`config.mk`:
```
export PLATFORM = sky130hd
export DESIGN_NAME = ttri_top
export DESIGN_NICKNAME = d
export VERILOG_FILES = /design/src/hdl/ttri_sync.v /design/src/hdl/ttri_top.v
export VERILOG_INCLUDE_DIRS = /design/src /design/src/hdl
export SDC_FILE = /design/constraint.sdc
export NUM_CORES = 1
export LEC_CHECK = 0
export BUFFER_PORTS_ARGS = -buffer_cell sky130_fd_sc_hd__buf_4
export CAP_MARGIN = 25
export CORE_UTILIZATION = 48
export CTS_CLUSTER_SIZE = 12
export DETAILED_ROUTE_END_ITERATION = 10
export PLACE_DENSITY = 0.74
export SYNTH_ARGS = -nofsm -noshare
export SYNTH_HDL_FRONTEND = slang
export SYNTH_SLANG_ARGS = --single-unit
```
`constraint.sdc`:
```
create_clock -name clk -period 1.8 [get_ports clk]
set_clock_uncertainty 0.15 [all_clocks]
set_input_delay 0.27 -clock clk [delete_from_list [all_inputs] [get_ports clk]]
set_output_delay 0.27 -clock clk [all_outputs]
set_load 0.01 [all_outputs]
```
`src/hdl/ttri_map.vh`:
```
// Constants for the tape transport reset interlock block
`ifndef TTRI_MAP_VH
`define TTRI_MAP_VH
// System clock rate in kHz
`define TTRI_CLK_KHZ 40000
// Base tap rate in kHz
`define TTRI_BASE_KHZ 1000
// Cycles of clk per 1 MHz base tick
`define TTRI_BASE_DIV (`TTRI_CLK_KHZ / `TTRI_BASE_KHZ)
// Each decade stage divides by ten
`define TTRI_DECADE 10
// Number of decade stages after the base: 100k,10k,1k,100,10 Hz
`define TTRI_STAGES 5
// Last count of the base divider (40 - 1) and of a decade stage (10 - 1)
`define TTRI_BASE_LAST 6'h27
`define TTRI_DECADE_LAST 4'h9
// Reset hold after button release, in microseconds
`define TTRI_HOLD_US 10
// Hold expressed in 100 kHz ticks (10 us per tick)
`define TTRI_HOLD_TICKS (`TTRI_HOLD_US / 10)
// Reset values
`define TTRI_RST_LOW 1'b0
`define TTRI_RST_HIGH 1'b1
`endif

```
`src/hdl/ttri_sync.v`:
```
// Two-flop synchroniser for asynchronous inputs
`timescale 1ns/1ps
`include "ttri_map.vh"
module ttri_sync #(
  parameter W = 1,
  parameter [W-1:0] INIT = {W{1'b1}}
)
(
  // Clock and reset
  input wire clk,
  input wire rst,
  // Data
  input wire [W-1:0] d,
  output wire [W-1:0] q
);
  reg [W-1:0] s1_q;
  reg [W-1:0] s2_q;

  always @(posedge clk)
  begin
    if (rst)
    begin
      s1_q <= INIT;
      s2_q <= INIT;
    end
    else
    begin
      s1_q <= d;
      s2_q <= s1_q;
    end
  end

  assign q = s2_q;
endmodule

```
`src/hdl/ttri_top.v`:
```
// Reset, timing and interlock logic of the tape transport control board
// How it works
// Decade taps from 1 MHz: 1 MHz, 100 kHz, 10 kHz used; 1 kHz and 100 Hz unused.
// A 10 Hz tap is produced for load fault and motion timing.
// Read/write, density and load/rewind/unload/test modes may coexist.
// Returning power clears and resets circuits through the power-on pulse.
// A brief reset pushbutton press also enters the reset state.
// Power-on pulse enables the front panel indicators.
// Master reset asserts on power-on pulse or synchronized pushbutton.
// Pushbutton latched in set/clear flop; closed NC clears, NO sets.
// Latch passes two 100 kHz stages; both outputs start master reset.
// Button-made reset holds about 10 us after release.
// Master reset presets rewind status and clears on-line status.
// Master reset enables the blower motor signal.
// Master reset clears load fault, re-enabling motion command outputs.
// Load-procedure reset comes from master reset or interlock.
// Counter reset is master reset ORed with other sources.
// Interlock low only when all four air and tape conditions hold.
// A switch closed to ground, a low input, means satisfied.
// Nine-track flag is strapped permanently high.
// Density select low means PE, high means NRZI.
// Host low density request or PE strap forces PE mode.
// Density indicator driven while unit selection is asserted.
// Start-marker interlock is high while marker sensor input is low.
// Switch and sensor inputs pass two flops before use.
`timescale 1ns/1ps
`include "ttri_map.vh"
module ttri_top
(
  // Clock and reset
  clk,
  rst,
  // Power and operator panel
  power_on_pulse_n,
  reset_button_nc,
  reset_button_no,
  // Air and tape sensors
  supply_loop_limit_n,
  takeup_loop_limit_n,
  vacuum_ok_n,
  air_pressure_ok_n,
  start_marker_sensed_n,
  // Formatter and straps
  host_density_request_n,
  pe_strap_n,
  // Events from other sequencers
  rewind_done,
  online_set,
  load_fault_set,
  blower_stop,
  counter_reset_extra,
  // Mode requests from other sequencers
  mode_req,
  // Timing taps
  tick_1mhz,
  tick_100khz,
  tick_10khz,
  tick_10hz,
  // Resets out
  master_reset_pulse_n,
  rewind_online_reset_n,
  load_procedure_reset_n,
  counter_reset,
  // Status out
  indicators_enable,
  rewind_status,
  online_status,
  load_fault_flag,
  load_fault_status_n,
  motion_enable,
  blower_run,
  air_tape_ok_n,
  nine_track_flag,
  high_density_select_n,
  density_indicator_out,
  density_indicator_oe,
  unit_chosen,
  unit_chosen_n,
  start_marker_interlock,
  mode_active
);
  input wire clk;
  input wire rst;
  input wire power_on_pulse_n;
  input wire reset_button_nc;
  input wire reset_button_no;
  input wire supply_loop_limit_n;
  input wire takeup_loop_limit_n;
  input wire vacuum_ok_n;
  input wire air_pressure_ok_n;
  input wire start_marker_sensed_n;
  input wire host_density_request_n;
  input wire pe_strap_n;
  input wire rewind_done;
  input wire online_set;
  input wire load_fault_set;
  input wire blower_stop;
  input wire counter_reset_extra;
  input wire [7:0] mode_req;
  output wire tick_1mhz;
  output wire tick_100khz;
  output wire tick_10khz;
  output wire tick_10hz;
  output reg master_reset_pulse_n;
  output wire rewind_online_reset_n;
  output reg load_procedure_reset_n;
  output reg counter_reset;
  output reg indicators_enable;
  output wire rewind_status;
  output wire online_status;
  output wire load_fault_flag;
  output wire load_fault_status_n;
  output wire motion_enable;
  output wire blower_run;
  output reg air_tape_ok_n;
  output wire nine_track_flag;
  output reg high_density_select_n;
  output reg density_indicator_out;
  output wire density_indicator_oe;
  output wire unit_chosen;
  output wire unit_chosen_n;
  output reg start_marker_interlock;
  output reg [7:0] mode_active;

  // Synchronised asynchronous inputs, order fixed by the concatenation
  localparam NSYNC = 10;
  wire [NSYNC-1:0] raw_in;
  wire [NSYNC-1:0] sync_in;
  assign raw_in = {power_on_pulse_n, reset_button_nc, reset_button_no,
                   supply_loop_limit_n, takeup_loop_limit_n, vacuum_ok_n,
                   air_pressure_ok_n, start_marker_sensed_n,
                   host_density_request_n, pe_strap_n};

  ttri_sync #(.W(NSYNC), .INIT({NSYNC{1'b1}})) u_sync
  (
    .clk(clk),
    .rst(rst),
    .d(raw_in),
    .q(sync_in)
  );

  wire por_n;
  wire btn_nc;
  wire btn_no;
  wire [3:0] sense_n;
  wire marker_n;
  wire dens_req_n;
  wire strap_n;
  assign por_n = sync_in[9];
  assign btn_nc = sync_in[8];
  assign btn_no = sync_in[7];
  assign sense_n = sync_in[6:3];
  assign marker_n = sync_in[2];
  assign dens_req_n = sync_in[1];
  assign strap_n = sync_in[0];

  // Base divider to 1 MHz
  reg [5:0] base_cnt_q;
  reg base_tick_q;
  always @(posedge clk)
  begin
    if (rst)
    begin
      base_cnt_q <= 6'h00;
      base_tick_q <= `TTRI_RST_LOW;
    end
    else if (base_cnt_q == `TTRI_BASE_LAST)
    begin
      base_cnt_q <= 6'h00;
      base_tick_q <= `TTRI_RST_HIGH;
    end
    else
    begin
      base_cnt_q <= base_cnt_q + 6'h01;
      base_tick_q <= `TTRI_RST_LOW;
    end
  end

  // Decade chain; each stage pulses once per ten pulses of the one above
  wire [`TTRI_STAGES:0] tap;
  assign tap[0] = base_tick_q;
  genvar g;
  generate
    for (g = 0; g < `TTRI_STAGES; g = g + 1)
    begin : dec
      reg [3:0] cnt_q;
      always @(posedge clk)
      begin
        if (rst)
          cnt_q <= 4'h0;
        else if (tap[g])
          cnt_q <= (cnt_q == `TTRI_DECADE_LAST) ? 4'h0 : cnt_q + 4'h1;
      end
      assign tap[g+1] = tap[g] && (cnt_q == `TTRI_DECADE_LAST);
    end
  endgenerate

  assign tick_1mhz = tap[0];
  assign tick_100khz = tap[1];
  assign tick_10khz = tap[2];
  // Tap 3 (1 kHz) and tap 4 (100 Hz) only feed the next stage
  assign tick_10hz = tap[5];

  // Pushbutton latch: NC contact closed (low) holds it cleared
  reg btn_latch_q;
  always @(posedge clk)
  begin
    if (rst)
      btn_latch_q <= `TTRI_RST_LOW;
    else if (!btn_nc)
      btn_latch_q <= `TTRI_RST_LOW;
    else if (!btn_no)
      btn_latch_q <= `TTRI_RST_HIGH;
  end

  // Two stages on the 100 kHz tap; the second gives the release hold
  reg stage1_q;
  reg stage2_q;
  always @(posedge clk)
  begin
    if (rst)
    begin
      stage1_q <= `TTRI_RST_LOW;
      stage2_q <= `TTRI_RST_LOW;
    end
    else if (tick_100khz)
    begin
      stage1_q <= btn_latch_q;
      stage2_q <= stage1_q;
    end
  end

  // Either stage keeps the pulse, so it outlasts release by one to two 10 us ticks
  wire button_req;
  assign button_req = stage1_q | stage2_q;

  // Master reset and its distribution; registered for clean outputs
  wire mr;
  assign mr = !por_n || button_req;
  always @(posedge clk)
  begin
    if (rst)
    begin
      master_reset_pulse_n <= `TTRI_RST_LOW;
      load_procedure_reset_n <= `TTRI_RST_LOW;
      counter_reset <= `TTRI_RST_HIGH;
      indicators_enable <= `TTRI_RST_LOW;
      air_tape_ok_n <= `TTRI_RST_HIGH;
      start_marker_interlock <= `TTRI_RST_LOW;
      high_density_select_n <= `TTRI_RST_HIGH;
      density_indicator_out <= `TTRI_RST_LOW;
      mode_active <= 8'h00;
    end
    else
    begin
      master_reset_pulse_n <= !mr;
      indicators_enable <= !por_n;
      air_tape_ok_n <= !(sense_n == 4'h0);
      load_procedure_reset_n <= !(mr || (sense_n != 4'h0));
      counter_reset <= mr || counter_reset_extra;
      start_marker_interlock <= !marker_n;
      high_density_select_n <= !(!dens_req_n || !strap_n);
      density_indicator_out <= !strap_n;
      // Modes are independent bits, cleared by master reset
      mode_active <= mr ? 8'h00 : mode_req;
    end
  end

  // Status flops; a later event does not override reset while it is held
  reg rewind_q;
  reg online_q;
  reg fault_q;
  reg blower_q;
  always @(posedge clk)
  begin
    if (rst)
    begin
      rewind_q <= `TTRI_RST_HIGH;
      online_q <= `TTRI_RST_LOW;
      fault_q <= `TTRI_RST_LOW;
      blower_q <= `TTRI_RST_HIGH;
    end
    else if (mr)
    begin
      rewind_q <= `TTRI_RST_HIGH;
      online_q <= `TTRI_RST_LOW;
      fault_q <= `TTRI_RST_LOW;
      blower_q <= `TTRI_RST_HIGH;
    end
    else
    begin
      if (rewind_done)
        rewind_q <= `TTRI_RST_LOW;
      if (online_set)
        online_q <= `TTRI_RST_HIGH;
      if (load_fault_set)
        fault_q <= `TTRI_RST_HIGH;
      if (blower_stop)
        blower_q <= `TTRI_RST_LOW;
    end
  end

  assign rewind_online_reset_n = master_reset_pulse_n;
  assign rewind_status = rewind_q;
  assign online_status = online_q;
  assign load_fault_flag = fault_q;
  assign load_fault_status_n = !fault_q;
  assign motion_enable = !fault_q;
  assign blower_run = blower_q;
  assign nine_track_flag = 1'b1;
  assign unit_chosen = 1'b1;
  assign unit_chosen_n = 1'b0;
  assign density_indicator_oe = unit_chosen;
endmodule

```
Word level (Yosys, flattened, before mapping)

Cells that the tools add are included.
Widths: inputs -> output; s select.

Register bits after elaboration: 70
Latch bits: 0
Bits in writable memories: 0
Bits in read-only memories: 0
Input port bits: 25
Output and inout port bits: 31
Logic and storage cells: 68
Memories kept: 0

$add $sub $neg: 6
Multipliers: 0
Divide/modulo/power cells: 0
$lt $le $gt $ge: 0
Equal/unequal tests: 6
Shift operators: 0
Multiplexer cells: 6
Bitwise gates (word level): 2
Reductions and logical operators: 23

Operator list:

| cell                | number |
|---|---|
| $add 4x1->4 const B | 5 |
| $eq 4x4->1 const B  | 5 |
| $mux 4              | 5 |
| $logic_not 1->1     | 9 |
| $add 6x1->6 const B | 1 |
| $eq 6x6->1 const B  | 1 |
| $reduce_or 2->1     | 3 |
| $logic_and 1x1->1   | 5 |
| $logic_not 4->1     | 1 |
| $logic_or 1x1->1    | 4 |
| $reduce_bool 4->1   | 1 |
| $mux 1              | 1 |
| $not 1->1           | 1 |
| $or 1x1->1          | 1 |

Logic depth before layout (Yosys ltp)

Depth in word-level cells: 6
Mapped depth: 7

Hierarchy

A second synthesis with hierarchy kept.

Cells, all modules: 255
Area total of the unflattened synthesis: 2561.2 um2

Modules (own cells, without submodules):

| module    | instances | cells an instance | area each (um2) | seq. area each (um2) |
|---|---|---|---|---|
| ttri_top  | 1         | 213               | 2013.2          | 1001.0 |
| ttri_sync | 1         | 42                | 548.0           | 400.4 |

Worst setup path before layout

No wires, ideal clock.

Kind: register to output
Start: register base_tick_q (netlist: tick_1mhz)
End: output port tick_10hz
Arrival: 1411 ps
Data required time: 1380 ps
Slack: -31 ps
Cell stages (with the launch flop): 5
Path buffers: 1
Cell sequence: dfxtp_1 and4b_4 nand3_4 buf_6 nor4b_1

Cells in the longest elaborated chain, start to end: 5

RTL lines:

| element                         | RTL line       | RTL |
|---|---|---|
| start: declaration              | ttri_top.v:159 | `reg base_tick_q;` |
| start signal: assignment        | ttri_top.v:165 | `` base_tick_q <= `TTRI_RST_LOW; `` |
| start signal: assignment        | ttri_top.v:170 | `` base_tick_q <= `TTRI_RST_HIGH; `` |
| start signal: assignment        | ttri_top.v:175 | `` base_tick_q <= `TTRI_RST_LOW; `` |
| $logic_and 1x1->1 (5 in series) | ttri_top.v:194 | `` assign tap[g+1] = tap[g] && (cnt_q == `TTRI_DECADE_LAST); `` |
| end: declaration                | ttri_top.v:103 | `output wire tick_10hz;` |

No other way between the ends.

Worst setup path after layout

Start: register dec[0].cnt_q[2]
End: output port tick_10hz

Cells in the longest elaborated chain, start to end: 6

RTL lines:

| element                         | RTL line       | RTL |
|---|---|---|
| start: declaration              | ttri_top.v:186 | `reg [3:0] cnt_q;` |
| start signal: assignment        | ttri_top.v:192 | `` cnt_q <= (cnt_q == `TTRI_DECADE_LAST) ? 4'h0 : cnt_q + 4'h1; `` |
| $eq 4x4->1 (no line)            | n/a            |  |
| $logic_and 1x1->1 (5 in series) | ttri_top.v:194 |  |

No other way between the ends.

==> summary.md <==
| Metric | Value |
|---|---|
| Max frequency | 0.5123 GHz |
| Post-DP Area | 3039 um^2 |
| Ant diodes | 0 |
| Routability cong. | 0.7751 |
| Seq/Total Area, Yosys | 55.01% |
| Leak | 1.508 nW |
| First-pass DRT Iterations | 4 |
| Die width | 74.85 um |
| Initial Util | 49.88% |
| Logic pwr share | 6.9% |
| Initial drt markers | 60 |
| Crit path arrival time | 1.53 ns |
| Grt ovf | 0 |
| Number of synthesized flops with an enable pin | 0 |
| Met2 WL | 2.467 mm |
| Stages on worst setup path | 4 |
| Startpoint types | flip-flop |
| Worst EP required | 1.38 ns |
| CTS tree | done |
| Avg Cell Area, Syn | 9.990 um^2 |
| Pin count of the biggest net entering global routing | 31 |
| CP bufs+invs | 1 |
| DRC violations left | 0 |
| Detailed placer's ending HPWL | 2.864 mm |
| Routed WL per cell | 11.41 um |
| Main synth FF type | dfxtp_1 |
| Port-buffer cells | 51 |
| H-Tree Depth | 3 |
| Worst path cell trace | and4b_4, nand3_4, nor4b_4, buf_4 |
| Synthesized cell area | 2547 um^2 |
| Pre-CTS setup slack | 0.05477 ns |
| Worst vdd ir | 0.8828 mV |
| Area grow syn2layout | 41.40% |
| Clk root buf | clkbuf_8 |
| Final worst-path cycle share | 108.4% |
| Sequential Power Share | 52.0% |
| Antenna-violating nets left | 0 |
| PwrDens | 862.1 nW/um^2 |
| Failing checks | setup timing |
| Routed wl met3 | 130 um |
| Flop2flop setup slack | -0.13 ns |
| Switching share of total power | 22.26% |
| Routed WL | 4.839 mm |
| Min Clock Period, post-route | 1.952 ns |
| Clock buffer depth | 2 |
| Die Ht | 74.85 um |
| Final worst setup slack | -0.1520 ns |
| Async S/R FF share, synth | 0% |
| Critical Path Source | dec[0].cnt_q[2]$_SDFFE_PP0P_ |
| Critical path fanouts, max | 4 |
| Crit-path slowest cell | and4b_4 |
| Cell area after layout | 3602 um^2 |
| RSZ-0062 raised after global routing | true |
| Yosys warns | 0 |
| Psw | 691.2 uW |
| Gate Count Post-Synth | 255 |
| Highest Signal Layer | met4 |
| CTS Buf Count | 9 |
| Core area | 5107 um^2 |
| Delay-heaviest family, CP | simple AND/OR/NAND/NOR gates |
| Worst hold path type | primary input to flip-flop |
| Nets | 375 |
| Synth unique cells | 45 |
| Slowest stage delay, CP | 0.36 ns |
| Max-cap viol count | 0 |
| First-pass GRT wire length | 7.327 mm |
| Slew Limit Fails | 0 |
| # clock sinks | 70 |
| Clock-pin slew on the worst setup and hold paths | 0.07 ns |
| Seq cells post-synth | 70 |
| R2r startpoint | dec[0].cnt_q[2]$_SDFFE_PP0P_ |
| Fin. Hold Viols | 0 |
| Vias after detailed routing | 1,982 |
| Worst Reg-to-Reg Cells | 6 |
| Critical path class | flip-flop to primary output |
| Internal power | 2.414 mW |
| Clk_lat worst skew | 0.34 ns |
| Vias per cell | 4.675 |
| Run status | finished, violations left |
| Setup TNS | -0.6696 ns |
| Metal-1 WL | 2.175 mm |
| Antenna violations before repair | 0 |
| Worst setup EP type | primary output |
| Post-Route Hold Slack | 0.05243 ns |
| Site Rows | 26 |
| DIE AREA | 5603 um^2 |
| Global Route Usage Sum | 17.69% |
| Share of layout cells above drive strength 1 | 36.16% |
| Reg2reg end | dec[3].cnt_q[1]$_SDFFE_PP0N_ |
| Endpoints failing setup | 7 |
| Clock power frac | 41.1% |
| Final core utilization | 70.53% |
| Number of global-route vias before repair | 1,703 |
| Crit path capture | tick_10hz |
| # IOs | 56 |
-- per-stage QoR --
stage	std cells	power, mW
5_1_grt	424	3.248
4_1_cts	419	3.122
3_5_place_dp	375	1.824
2_1_floorplan	257	1.740
6_report	424	3.106
3_3_place_gp	375	1.821
-- kinds of logic (layout without fill, tap and decap cells) --
family                   Yosys count  after routing  share of synthesized area, %
buffers and inverters             22            119                         4.519
flip-flops                        70             70                         55.01
multiplexers                       4              4                         1.670
AND/OR/NAND/NOR                  114            114                         27.41
AO/OA/AOI/OAI                     32             32                         7.171
XOR/XNOR                          10             10                         3.438
adder cells (fa/ha/maj)            1              1                        0.4911
other                              2              4                        0.2948
-- cell usage in the layout, fill, tap and decap left out, types with 4 or more instances in the layout --
cell type       n
clkbuf_8       10
nor2b_1         9
buf_4          72
a31oi_1         4
nor2_1         25
nand3_1         5
a21oi_1        10
dfxtp_2         4
and2_1         10
nand2b_1        6
dfxtp_1        65
nand2_1         7
xnor2_1         6
xor2_1          4
conb_1          4
inv_1           6
or2_2          20
dlygate4sd3_1  23
o21ai_0        12
or4_1           5
-- area by class of cell --
cell class / instances / area, um^2
clock buffers: 10 / 137.6
repair buffers: 96 / 782.0
multi-input cells: 165 / 1087
fillers: 374 / 1505
flip-flops and latches: 70 / 1410
clock inverters: 6 / 68.82
well taps: 70 / 87.58
inverters: 7 / 28.78
-- power groups by stage --
stage | logic (mW) | clock network (mW) | registers [mW]
after global routing | 0.235 | 1.39 | 1.62
after CTS | 0.214 | 1.29 | 1.61
after detailed placement | 0.172 | 0 | 1.65
after floorplan | 0.0790 | 0 | 1.66
final | 0.215 | 1.28 | 1.61
after global placement | 0.171 | 0 | 1.65
-- metal layers --
layer	track usage (%)	vias up
met1	20.99	907
met3	4.016	8
met5	0	-
li1	-	1030
met2	29.53	37
met4	10.06	0
-- synthesized netlist by cell type, drive strengths merged, types with 2 or more instances --
cell type / n / share of area, %
xnor2: 6 / 2.1
mux2: 2 / 0.88
conb: 2 / 0.29
nand2: 7 / 1.0
and2b: 2 / 0.64
nor3b: 6 / 2.2
buf: 9 / 2.6
a31oi: 4 / 0.98
nor4b: 2 / 0.69
dfxtp: 70 / 55
nand3: 6 / 1.7
or2: 20 / 4.9
clkbuf: 6 / 0.88
a21oi: 10 / 2.0
o31ai: 2 / 0.59
xor2: 4 / 1.4
mux2i: 2 / 0.79
nand2b: 6 / 1.5
o21ai: 12 / 2.4
nor2b: 9 / 2.2
inv: 7 / 1.0
or4: 5 / 1.5
nand4: 3 / 0.98
nor4: 2 / 0.49
nor2: 26 / 3.8
nand3b: 2 / 0.59
o21a: 2 / 0.59
and2: 10 / 2.5
-- how the worst min path moves through the flow --
| stage | startpoint | to | slack [ns] | depth (start not counted) |
|---|---|---|---|---|
| after detailed placement | u_sync.q[2]$_SDFF_PP1_ | start_marker_interlock$_SDFF_PP0_ | 0.23 | 1 |
| after global placement | u_sync.q[2]$_SDFF_PP1_ | start_marker_interlock$_SDFF_PP0_ | 0.22 | 1 |
| after CTS | rst | indicators_enable$_SDFF_PP0_ | 0.05 | 2 |
| after global routing | rst | stage1_q$_SDFFE_PP0N_ | 0.06 | 2 |
| after floorplan | u_sync.q[2]$_SDFF_PP1_ | start_marker_interlock$_SDFF_PP0_ | 0.22 | 1 |
| final | rst | indicators_enable$_SDFF_PP0_ | 0.05 | 2 |
-- registers in the layout (all words and copies together) (netlist names), 6 cells and up --
name         cells
base_cnt_q       6
dec.cnt_q       20
mode_active      8
u_sync.q        10
u_sync.s1_q     10
-- timing repair --
action                                  CTS  global route
endpoints found under the setup margin    3             7
pin swaps                                 4             7
endpoints found under the hold margin    23             0
hold buffers                             23             0
gates cloned                              0             0
setup buffers                             5             5
gates resized for setup                  11             5
Power figures use the tool's default switching activity.
